==> src/rtl/sfd_regs.svh <==
// Purpose: constants of the fixed-length serial command decoder
// Assumes: included by bare name from the top module
// Notes: opcodes, bit positions, reset values and bit counts
// How it works
// RL1: one-byte commands arrive msb first as 11xxxxx0
// RL2: during one-byte commands SO is driven with junk while select low
// RL3: after any finished command the next one may follow in frame
// RL4: host must not end the frame before the eighth opcode bit
// RL5: one-byte commands ignore which register bank is selected
// RL6: four bank opcodes pick bank zero to three
// RL7: reset and system reset give bank zero; only those and the bank opcodes change it
// RL8: system reset opcode sets reset request, control two bit 4
// RL9: pause opcodes load control one bits 7:6 with 00 to 11
// RL10: packet down opcode sets control one bit 8
// RL11: dma opcodes write control one bits 5:2; halt clears run bit
// RL12: transmit opcode sets control one bit 1
// RL13: receive on and off opcodes set and clear control one bit 0
// RL14: irq on and off opcodes set and clear status bit 15
// RL15: bank read returns bank number in second byte, msb first
// RL16: bank read changes nothing and may be cut short
// RL17: pointer read returns low byte then high byte, SI ignored
// RL18: pointer reads change nothing and may be cut short
// RL19: host sends pointer low byte then high byte after opcode
// RL20: frame ending after sixteenth clock updates only the low byte
// RL21: pointer commands end at clock 24; SO junk during writes
// RL22: twelve pointer opcodes map to six pointers by opcode bits 4:2
// RL23: select high ends any command and releases SO
// RL24: SI taken on SCK rise, SO changed on SCK fall
`ifndef SFD_REGS_SVH
`define SFD_REGS_SVH

`define SFD_OP_BANK0 8'hC0
`define SFD_OP_BANK1 8'hC2
`define SFD_OP_BANK2 8'hC4
`define SFD_OP_BANK3 8'hC6
`define SFD_OP_RBANK 8'hC8
`define SFD_OP_SYSRST 8'hCA
`define SFD_OP_PKTDN 8'hCC
`define SFD_OP_DMAHALT 8'hD2
`define SFD_OP_TXREQ 8'hD4
`define SFD_OP_DMASUM 8'hD8
`define SFD_OP_DMASUMS 8'hDA
`define SFD_OP_DMAMOV 8'hDC
`define SFD_OP_DMAMOVS 8'hDE
`define SFD_OP_PAUSE0 8'hE0
`define SFD_OP_PAUSE1 8'hE2
`define SFD_OP_PAUSE2 8'hE4
`define SFD_OP_PAUSE3 8'hE6
`define SFD_OP_RXON 8'hE8
`define SFD_OP_RXOFF 8'hEA
`define SFD_OP_IRQON 8'hEC
`define SFD_OP_IRQOFF 8'hEE
`define SFD_PTR_PREFIX 3'h3
`define SFD_PTR_COUNT 3'h6

`define SFD_C1_RX_ON 0
`define SFD_C1_TXREQ 1
`define SFD_C1_DMA_LSB 2
`define SFD_C1_DMA_RUN 5
`define SFD_C1_PAUSE_LSB 6
`define SFD_C1_PKTDN 8
`define SFD_C2_RSTREQ 4
`define SFD_ST_IRQEN 15

`define SFD_C1_RESET 16'h0000
`define SFD_C2_RESET 16'h0000
`define SFD_ST_RESET 16'h0000
`define SFD_PTR_RESET 16'h0000
`define SFD_BANK_RESET 2'h0

`define SFD_BYTE_END 5'h07
`define SFD_WORD_END 5'h0F
`define SFD_PTR_END 5'h17

`endif

==> src/rtl/sfd_pkg.sv <==
// Purpose: types of the fixed-length serial command decoder
// Assumes: constants come from sfd_regs.svh
// Notes: phase codes are gray along idle, opcode, argument, sink
package sfd_pkg;

  typedef enum logic [1:0] {
    SFD_IDLE = 2'h0,
    SFD_OPCODE = 2'h1,
    SFD_ARG = 2'h3,
    SFD_SINK = 2'h2
  } sfd_phase_type;

  typedef struct packed {
    logic [1:0] csSync;
    logic [1:0] sckSync;
    logic [1:0] siSync;
    logic sckPrev;
    sfd_phase_type phase;
    logic [4:0] bitCnt;
    logic [7:0] rxShift;
    logic [7:0] opcode;
    logic [7:0] txShift;
    logic so;
    logic soOeN;
    logic [1:0] bank;
    logic [15:0] ctrlOne;
    logic [15:0] ctrlTwo;
    logic [15:0] status;
    logic [5:0][15:0] ptr;
  } sfd_state_type;

endpackage : sfd_pkg

==> src/rtl/sfd_spi_fixed_cmd.sv <==
// Purpose: decode one, two and three byte serial commands
// Assumes: pins asynchronous to ref_clk; SCK well below ref_clk / 8
// Notes: variable length opcodes are swallowed until select rises
// Notes: undefined one-byte codes are dropped and the frame carries on
`timescale 1ns/1ps
`include "sfd_regs.svh"

module sfd_spi_fixed_cmd (
  input wire logic ref_clk,
  input wire logic sys_rst,
  input wire logic csN,
  input wire logic sck,
  input wire logic si,
  output logic so,
  output logic soOeN,
  input wire logic txDone,
  input wire logic packetDownDone,
  input wire logic dmaDone,
  input wire logic resetDone,
  output logic [1:0] bankSelect,
  output logic [15:0] controlRegisterOne,
  output logic [15:0] controlRegisterTwo,
  output logic [15:0] mainStatusRegister,
  output logic [15:0] generalReadPointer,
  output logic [15:0] receiveReadPointer,
  output logic [15:0] userAreaReadPointer,
  output logic [15:0] generalWritePointer,
  output logic [15:0] receiveWritePointer,
  output logic [15:0] userAreaWritePointer
);

  // ----------------------------------------------------------------
  // state
  // ----------------------------------------------------------------
  sfd_pkg::sfd_state_type s;
  sfd_pkg::sfd_state_type n;

  logic csLow;
  logic sckRise;
  logic sckFall;
  logic siBit;
  logic [7:0] rxNew;
  logic [2:0] ptrIdx;
  logic isRead;
  logic isBankRead;
  logic isOneByte;
  logic isPtrCmd;

  // ----------------------------------------------------------------
  // pin view after the two-stage synchronisers
  // ----------------------------------------------------------------
  assign csLow = ~s.csSync[1];
  assign siBit = s.siSync[1];
  assign sckRise = s.sckSync[1] & ~s.sckPrev;
  assign sckFall = ~s.sckSync[1] & s.sckPrev;
  assign rxNew = {s.rxShift[6:0], siBit};
  assign ptrIdx = s.opcode[4:2];
  assign isRead = s.opcode[1];

  // ----------------------------------------------------------------
  // opcode classes, judged on the byte just completed
  // ----------------------------------------------------------------
  // one-byte family is 11xxxxx0; the bank read shares that shape [RL1]
  assign isBankRead = rxNew == `SFD_OP_RBANK;
  assign isOneByte = rxNew[7:6] == 2'h3 && !rxNew[0];
  // pointer family is 011xxxd0; slots 6 and 7 are not pointers [RL22]
  assign isPtrCmd = rxNew[7:5] == `SFD_PTR_PREFIX && !rxNew[0]
                    && rxNew[4:2] < `SFD_PTR_COUNT;

  // ----------------------------------------------------------------
  // next state
  // ----------------------------------------------------------------
  always_comb begin
    n = s;
    // first stage feeds only the second
    n.csSync = {s.csSync[0], csN};
    n.sckSync = {s.sckSync[0], sck};
    n.siSync = {s.siSync[0], si};
    n.sckPrev = s.sckSync[1];

    // engine completion clears; command sets below override them
    // so a done pulse meeting its own set opcode loses to the set
    if (txDone) begin
      n.ctrlOne[`SFD_C1_TXREQ] = 1'b0;
    end
    if (packetDownDone) begin
      n.ctrlOne[`SFD_C1_PKTDN] = 1'b0;
    end
    if (dmaDone) begin
      n.ctrlOne[`SFD_C1_DMA_RUN] = 1'b0;
    end
    if (resetDone) begin
      n.ctrlTwo[`SFD_C2_RSTREQ] = 1'b0;
    end

    if (!csLow) begin
      // frame over: abort whatever runs, release SO [RL23]
      n.phase = sfd_pkg::SFD_IDLE;
      n.bitCnt = 5'h00;
      n.soOeN = 1'b1;
      n.so = 1'b0;
      n.txShift = 8'h00;
    end else begin
      // drive SO for the whole frame [RL2] [RL21]
      n.soOeN = 1'b0;
      if (s.phase == sfd_pkg::SFD_IDLE) begin
        // first cycle of a frame: the count starts clean
        n.phase = sfd_pkg::SFD_OPCODE;
        n.bitCnt = 5'h00;
      end
      // SO moves on the fall, steady at the host's rise [RL24]
      if (sckFall) begin
        n.so = s.txShift[7];
        n.txShift = {s.txShift[6:0], 1'b0};
      end
      if (sckRise && s.phase != sfd_pkg::SFD_IDLE) begin
        // SI taken on the rise, msb first [RL24] [RL1]
        n.rxShift = rxNew;
        n.bitCnt = s.bitCnt + 5'h01;
        unique case (s.phase)
          sfd_pkg::SFD_OPCODE: begin
            if (s.bitCnt == `SFD_BYTE_END) begin
              n.opcode = rxNew;
              if (isBankRead) begin
                n.phase = sfd_pkg::SFD_ARG;
                n.txShift = {6'h00, s.bank}; // [RL15]
              end else if (isOneByte) begin
                // one-byte command, bank plays no part [RL1] [RL5]
                n.bitCnt = 5'h00; // [RL3]
                n.txShift = 8'h00;
                unique case (rxNew)
                  `SFD_OP_BANK0: begin
                    n.bank = 2'h0; // [RL6]
                  end
                  `SFD_OP_BANK1: begin
                    n.bank = 2'h1; // [RL6]
                  end
                  `SFD_OP_BANK2: begin
                    n.bank = 2'h2; // [RL6]
                  end
                  `SFD_OP_BANK3: begin
                    n.bank = 2'h3; // [RL6]
                  end
                  `SFD_OP_SYSRST: begin
                    n.ctrlTwo[`SFD_C2_RSTREQ] = 1'b1; // [RL8]
                    n.bank = `SFD_BANK_RESET; // [RL7]
                  end
                  // pause mode: off, one frame, periodic, final
                  `SFD_OP_PAUSE0: begin
                    n.ctrlOne[`SFD_C1_PAUSE_LSB +: 2] = 2'h0; // [RL9]
                  end
                  `SFD_OP_PAUSE1: begin
                    n.ctrlOne[`SFD_C1_PAUSE_LSB +: 2] = 2'h1; // [RL9]
                  end
                  `SFD_OP_PAUSE2: begin
                    n.ctrlOne[`SFD_C1_PAUSE_LSB +: 2] = 2'h2; // [RL9]
                  end
                  `SFD_OP_PAUSE3: begin
                    n.ctrlOne[`SFD_C1_PAUSE_LSB +: 2] = 2'h3; // [RL9]
                  end
                  `SFD_OP_PKTDN: begin
                    n.ctrlOne[`SFD_C1_PKTDN] = 1'b1; // [RL10]
                  end
                  `SFD_OP_DMAHALT: begin
                    n.ctrlOne[`SFD_C1_DMA_RUN] = 1'b0; // [RL11]
                  end
                  // all four bits written at once, never merged [RL11]
                  `SFD_OP_DMASUM: begin
                    n.ctrlOne[`SFD_C1_DMA_LSB +: 4] = 4'h8; // [RL11]
                  end
                  `SFD_OP_DMASUMS: begin
                    n.ctrlOne[`SFD_C1_DMA_LSB +: 4] = 4'hA; // [RL11]
                  end
                  `SFD_OP_DMAMOV: begin
                    n.ctrlOne[`SFD_C1_DMA_LSB +: 4] = 4'hC; // [RL11]
                  end
                  `SFD_OP_DMAMOVS: begin
                    n.ctrlOne[`SFD_C1_DMA_LSB +: 4] = 4'hE; // [RL11]
                  end
                  `SFD_OP_TXREQ: begin
                    n.ctrlOne[`SFD_C1_TXREQ] = 1'b1; // [RL12]
                  end
                  `SFD_OP_RXON: begin
                    n.ctrlOne[`SFD_C1_RX_ON] = 1'b1; // [RL13]
                  end
                  `SFD_OP_RXOFF: begin
                    n.ctrlOne[`SFD_C1_RX_ON] = 1'b0; // [RL13]
                  end
                  `SFD_OP_IRQON: begin
                    n.status[`SFD_ST_IRQEN] = 1'b1; // [RL14]
                  end
                  `SFD_OP_IRQOFF: begin
                    n.status[`SFD_ST_IRQEN] = 1'b0; // [RL14]
                  end
                  default: begin
                    // undefined 11xxxxx0 codes are dropped
                    n.bitCnt = 5'h00;
                  end
                endcase
              end else if (isPtrCmd) begin
                // pointer command, opcode bits 4:2 pick it [RL22]
                n.phase = sfd_pkg::SFD_ARG;
                if (rxNew[1]) begin
                  // low byte goes out first, on clocks 9 to 16
                  n.txShift = s.ptr[rxNew[4:2]][7:0]; // [RL17]
                end else begin
                  // write: SO carries zeros that the host ignores [RL21]
                  n.txShift = 8'h00;
                end
              end else begin
                // variable length: nothing may follow in this frame
                n.phase = sfd_pkg::SFD_SINK;
              end
            end
          end
          sfd_pkg::SFD_ARG: begin
            if (s.opcode == `SFD_OP_RBANK) begin
              // SO already holds the bank; only the count moves here
              if (s.bitCnt == `SFD_WORD_END) begin
                // read only, so a cut frame leaves no trace [RL16]
                n.phase = sfd_pkg::SFD_OPCODE;
                n.bitCnt = 5'h00;
                n.txShift = 8'h00;
              end
            end else if (isRead) begin
              // SI is ignored; the count moves and the high byte loads at clock 16 [RL17] [RL18]
              if (s.bitCnt == `SFD_WORD_END) begin
                n.txShift = s.ptr[ptrIdx][15:8]; // [RL17]
              end else if (s.bitCnt == `SFD_PTR_END) begin
                n.phase = sfd_pkg::SFD_OPCODE; // [RL21]
                n.bitCnt = 5'h00;
                n.txShift = 8'h00;
              end
            end else begin
              // low byte lands at clock 16, high byte kept till 24
              if (s.bitCnt == `SFD_WORD_END) begin
                n.ptr[ptrIdx][7:0] = rxNew; // [RL19] [RL20]
              end else if (s.bitCnt == `SFD_PTR_END) begin
                n.ptr[ptrIdx][15:8] = rxNew; // [RL19]
                n.phase = sfd_pkg::SFD_OPCODE; // [RL21]
                n.bitCnt = 5'h00;
              end
            end
          end
          sfd_pkg::SFD_SINK: begin
            // count held still so it cannot wrap into a match
            n.bitCnt = s.bitCnt;
          end
          sfd_pkg::SFD_IDLE: begin
            // unreachable: rises are not taken while idle
            n.bitCnt = s.bitCnt;
          end
        endcase
      end
    end
  end

  // ----------------------------------------------------------------
  // registers
  // ----------------------------------------------------------------
  always_ff @(posedge ref_clk) begin
    if (sys_rst) begin
      // select reads idle-high so reset never opens a frame
      s.csSync <= 2'h3;
      // clock idles low, so no false rise follows reset
      s.sckSync <= 2'h0;
      s.siSync <= 2'h0;
      s.sckPrev <= 1'b0;
      s.phase <= sfd_pkg::SFD_IDLE;
      s.bitCnt <= 5'h00;
      s.rxShift <= 8'h00;
      s.opcode <= 8'h00;
      s.txShift <= 8'h00;
      s.so <= 1'b0;
      s.soOeN <= 1'b1;
      s.bank <= `SFD_BANK_RESET; // [RL7]
      s.ctrlOne <= `SFD_C1_RESET;
      s.ctrlTwo <= `SFD_C2_RESET;
      s.status <= `SFD_ST_RESET;
      s.ptr <= {6{`SFD_PTR_RESET}};
    end else begin
      s <= n;
    end
  end

  // ----------------------------------------------------------------
  // outputs
  // ----------------------------------------------------------------
  assign so = s.so;
  assign soOeN = s.soOeN;
  assign bankSelect = s.bank;
  assign controlRegisterOne = s.ctrlOne;
  assign controlRegisterTwo = s.ctrlTwo;
  assign mainStatusRegister = s.status;
  // pointer slots follow opcode bits 4:2 [RL22]
  assign generalReadPointer = s.ptr[0];
  assign receiveReadPointer = s.ptr[1];
  assign userAreaReadPointer = s.ptr[2];
  assign generalWritePointer = s.ptr[3];
  assign receiveWritePointer = s.ptr[4];
  assign userAreaWritePointer = s.ptr[5];

endmodule : sfd_spi_fixed_cmd

==> config.mk <==
export PLATFORM = sky130hd
export DESIGN_NAME = sfd_spi_fixed_cmd
export DESIGN_NICKNAME = d
export VERILOG_FILES = /design/src/rtl/sfd_pkg.sv /design/src/rtl/sfd_spi_fixed_cmd.sv
export VERILOG_INCLUDE_DIRS = /design/src /design/src/rtl
export SDC_FILE = /design/constraint.sdc
export NUM_CORES = 1
export LEC_CHECK = 0
export ABC_AREA = 0
export CAP_MARGIN = 5
export CORE_ASPECT_RATIO = 0.6
export CORE_MARGIN = 5
export CORE_UTILIZATION = 50
export CTS_CLUSTER_DIAMETER = 100
export DETAILED_ROUTE_END_ITERATION = 10
export DONT_BUFFER_PORTS = 1
export SETUP_SLACK_MARGIN = 0.4
export SKIP_CTS_REPAIR_TIMING = 1
export SLEW_MARGIN = 5
export SYNTH_ARGS = -nofsm -noshare
export SYNTH_HDL_FRONTEND = slang
export SYNTH_SLANG_ARGS = --single-unit
==> constraint.sdc <==
create_clock -name ref_clk -period 2.55 [get_ports ref_clk]
set_input_delay 0.3825 -clock ref_clk [delete_from_list [all_inputs] [get_ports ref_clk]]
set_output_delay 0.3825 -clock ref_clk [all_outputs]
set_load 0.01 [all_outputs]
==> reports/results.txt <==
Unrepaired setup endpoints after global routing = yes
CP Cell Sequence = ha_4, and3_4, ha_4, inv_1, or4_1, buf_6, mux2i_1
Critical path fanouts, max = 8
Final #Nets = 768
Total CTS buffers = 17
Fmax = 470 MHz
Crit path largest cell delay = 0.55 ns
Htree depth = 4
Total track usage = 22.4%
Hold Vio Cnt, Final = 0
Area share of the largest cell type after synthesis = 36.6%
Asr flop ratio synth = 0%
Largest net degree at the start of global routing = 140
Power share of the clock group = 52.4%
Via density = 5.93
Sequential share of power = 46.2%
Max clock buf depth = 2
Sequential standard cell area = 2950 sq um
CP endpoint kind = flip-flop
Max Cap Viol = 0
Final count of negative-setup-slack endpoints = 0
Filler cells = 1394
Top post-synthesis cells by area = dfxtp_1 37%, buf_4 14%, mux2i_1 9.7%
Post-route antenna net violation count = 0
DRT Pass-1 Iters = 6
Die W = 174 um
Total Wirelength = 22100 um
Number of flops mapped to enable cells by yosys = 0
Clock transition at path regs = 0.06 ns
Ports = 157
Vias in the first global route = 5251
Area Growth Syn to Fin = 1.10%
Setup TNS = 0 ns
Worst rel slew slack = 46.1%
Die area = 18800 sq um
CP Buf/Inv Count = 2
Worst setup SP type = flip-flop
FP Rows = 35
First-pass GRT wire length = 32600 um
Synthesized area per cell = 9.22 sq um
Combinational share of power = 1.4%
Grt ovf = 0
Hpwl dp = 15600 um
Root buffer cell = clkbuf_16
Post-synthesis instance total = 873
CTS tree = built
CP max-delay cell = or4_1
Worst endpoint required time = 2.80 ns
PD cells = 613 nW/um^2
Fin crit share = 83.5%
Worst hold path class = in2reg
Clock latency at the later pin of the worst-skew pair = 0.42 ns
Yosys top cell by area = dfxtp_1
Sequential area share after synthesis = 36.6%
Commonest non-fill, non-tap cell in the layout = dfxtp_1
GPL Wtd Cong = 0.873
Layout cells sized above 1 = 16.8%
Starting Density = 51.6%
Yosys warns = 0
Setup ws final = 0.422 ns
Multi-input logic area = 3930 sq um
Seq cells post-synth = 147
Switch Pwr = 0.00110 W
Worst slew pin tran = 0.809 ns
Post-route total power = 0.00499 W
Initial DRC Count = 506
Top FF cell, synth = dfxtp_1
Die height = 108 um
Sw Share = 22.0%
Worst Path Arrival = 2.38 ns
Most frequent cells in the layout = 142 x dfxtp_1, 78 x mux2i_1, 70 x o21ai_0
Distinct cells, synth = 63
Static Leak = 2.89 nW
Mapped cell area = 8050 sq um
Dpl ws = -0.00849 ns
Skew final = 0.0135 ns
Crit path kind = reg2reg
Routed length per instance = 22.7 um
Maximum VDD drop = 0.430 mV
Initial antenna violation count = 0
Status = complete, no violations
Number of port buffers = 0
Ant diodes = 0
Crit path max-delay family = simple AND/OR/NAND/NOR gates
Final min period = 2.13 ns
Internal power = 0.00389 W
Vias = 5764
DRC viols = 0
Final Max Tran Viols = 0
Crit path top cell by count = ha_4
Core Box Area = 15600 sq um
Clock sink count = 147
through the flow:
step	instances	area [sq um]	hold slack, ns	util [%]
final	972	8140	0.0505	52.2
after global routing	972	8140	0.0287	52.2
after CTS	960	7880	0.0277	50.5
after detailed placement	928	7270	0.404	46.6
after global placement	928	7270	0.407	46.6
after floorplan	910	8210	0.389	-
worst paths after layout:
path | start | endpoint | slack, ns | depth (start not counted)
worst max register to register | s[172] | receiveWritePointer[1] | 0.42 | 7
worst min-delay path | sys_rst | n[183] | 0.05 | 1
worst max-delay path | s[172] | receiveWritePointer[1] | 0.42 | 7
worst min register to register | n[185] | s[185] | 0.42 | 1
metal layers:
layer / vias to the layer above / GRT usage [%] / share of wire [%]
met5: - / 0 / 0
met4: 0 / 4.40 / 0.34
met3: 12 / 9.43 / 13
met2: 300 / 30.9 / 40
met1: 2828 / 32.7 / 46
li1: 2624 / - / -
cell usage after synthesis (2+ instances only):
library cell / count
and2_1: 3
nand3_1: 4
or3_1: 6
nor3_1: 6
mux4_2: 15
o2111ai_1: 3
a22o_1: 2
a211o_1: 2
or4_1: 7
ha_1: 3
inv_1: 19
o221ai_1: 5
nor2_1: 34
mux2i_1: 78
nor2b_1: 27
nand3b_1: 46
o22ai_1: 6
buf_6: 4
o21ai_1: 4
or2_2: 6
a31oi_1: 4
buf_4: 147
nand2b_1: 59
o21ai_0: 75
a22oi_1: 8
clkbuf_1: 45
dfxtp_1: 147
a311oi_1: 2
o211ai_1: 2
a21oi_1: 15
mux2_2: 8
buf_2: 13
nand2_1: 24
nand4_1: 13
buf_1: 3
cells by family (layout without fill, tap and decap cells):
kind of cell,after synthesis,after routing,synth area share (%)
flops,147,147,36.6
buf+inv,231,89,18.2
simple gates,251,252,19.1
compound gates,138,138,10.5
other cells,1,38,0.0466
fa+ha+maj,3,3,0.466
mux,101,101,15.0
xor+xnor,1,1,0.109
worst register-to-register path: cells and delay by family, from the launching register on:
| family | cells | cell delay (ns) |
|---|---|---|
| mux | 1 | 0.14 |
| fa+ha+maj | 2 | 0.36 |
| buf+inv | 2 | 0.35 |
| flops | 1 | 0.37 |
| simple gates | 2 | 0.76 |
area by class of cell:
type	count	share of cell area [%]
timing repair buffer	38	4.01
tap	203	3.12
inverter	19	0.876
multi-input combinational	533	48.3
sequential	147	36.3
clock inverter	13	2.15
clock buffer	19	5.32
power groups by stage:
stage,clock [W],combinational (W),sequential (W)
4_1_cts,0.00266,0.0000650,0.00230
5_1_grt,0.00277,0.0000722,0.00230
3_3_place_gp,0,0.0000650,0.00236
2_1_floorplan,0,0.000125,0.00236
6_report,0.00262,0.0000677,0.00230
3_5_place_dp,0,0.0000650,0.00236
flip-flops by register name (all words and copies together), names as in the netlist, 2 cells and up, named ones only:
signal,count
receiveWritePointer,16
bankSelect,2
n,4
generalReadPointer,16
rxNew,8
controlRegisterOne,8
s,20
userAreaReadPointer,16
userAreaWritePointer,16
receiveReadPointer,16
generalWritePointer,16
ptrIdx,3
No activity file was read; power rests on OpenSTA's default activity.
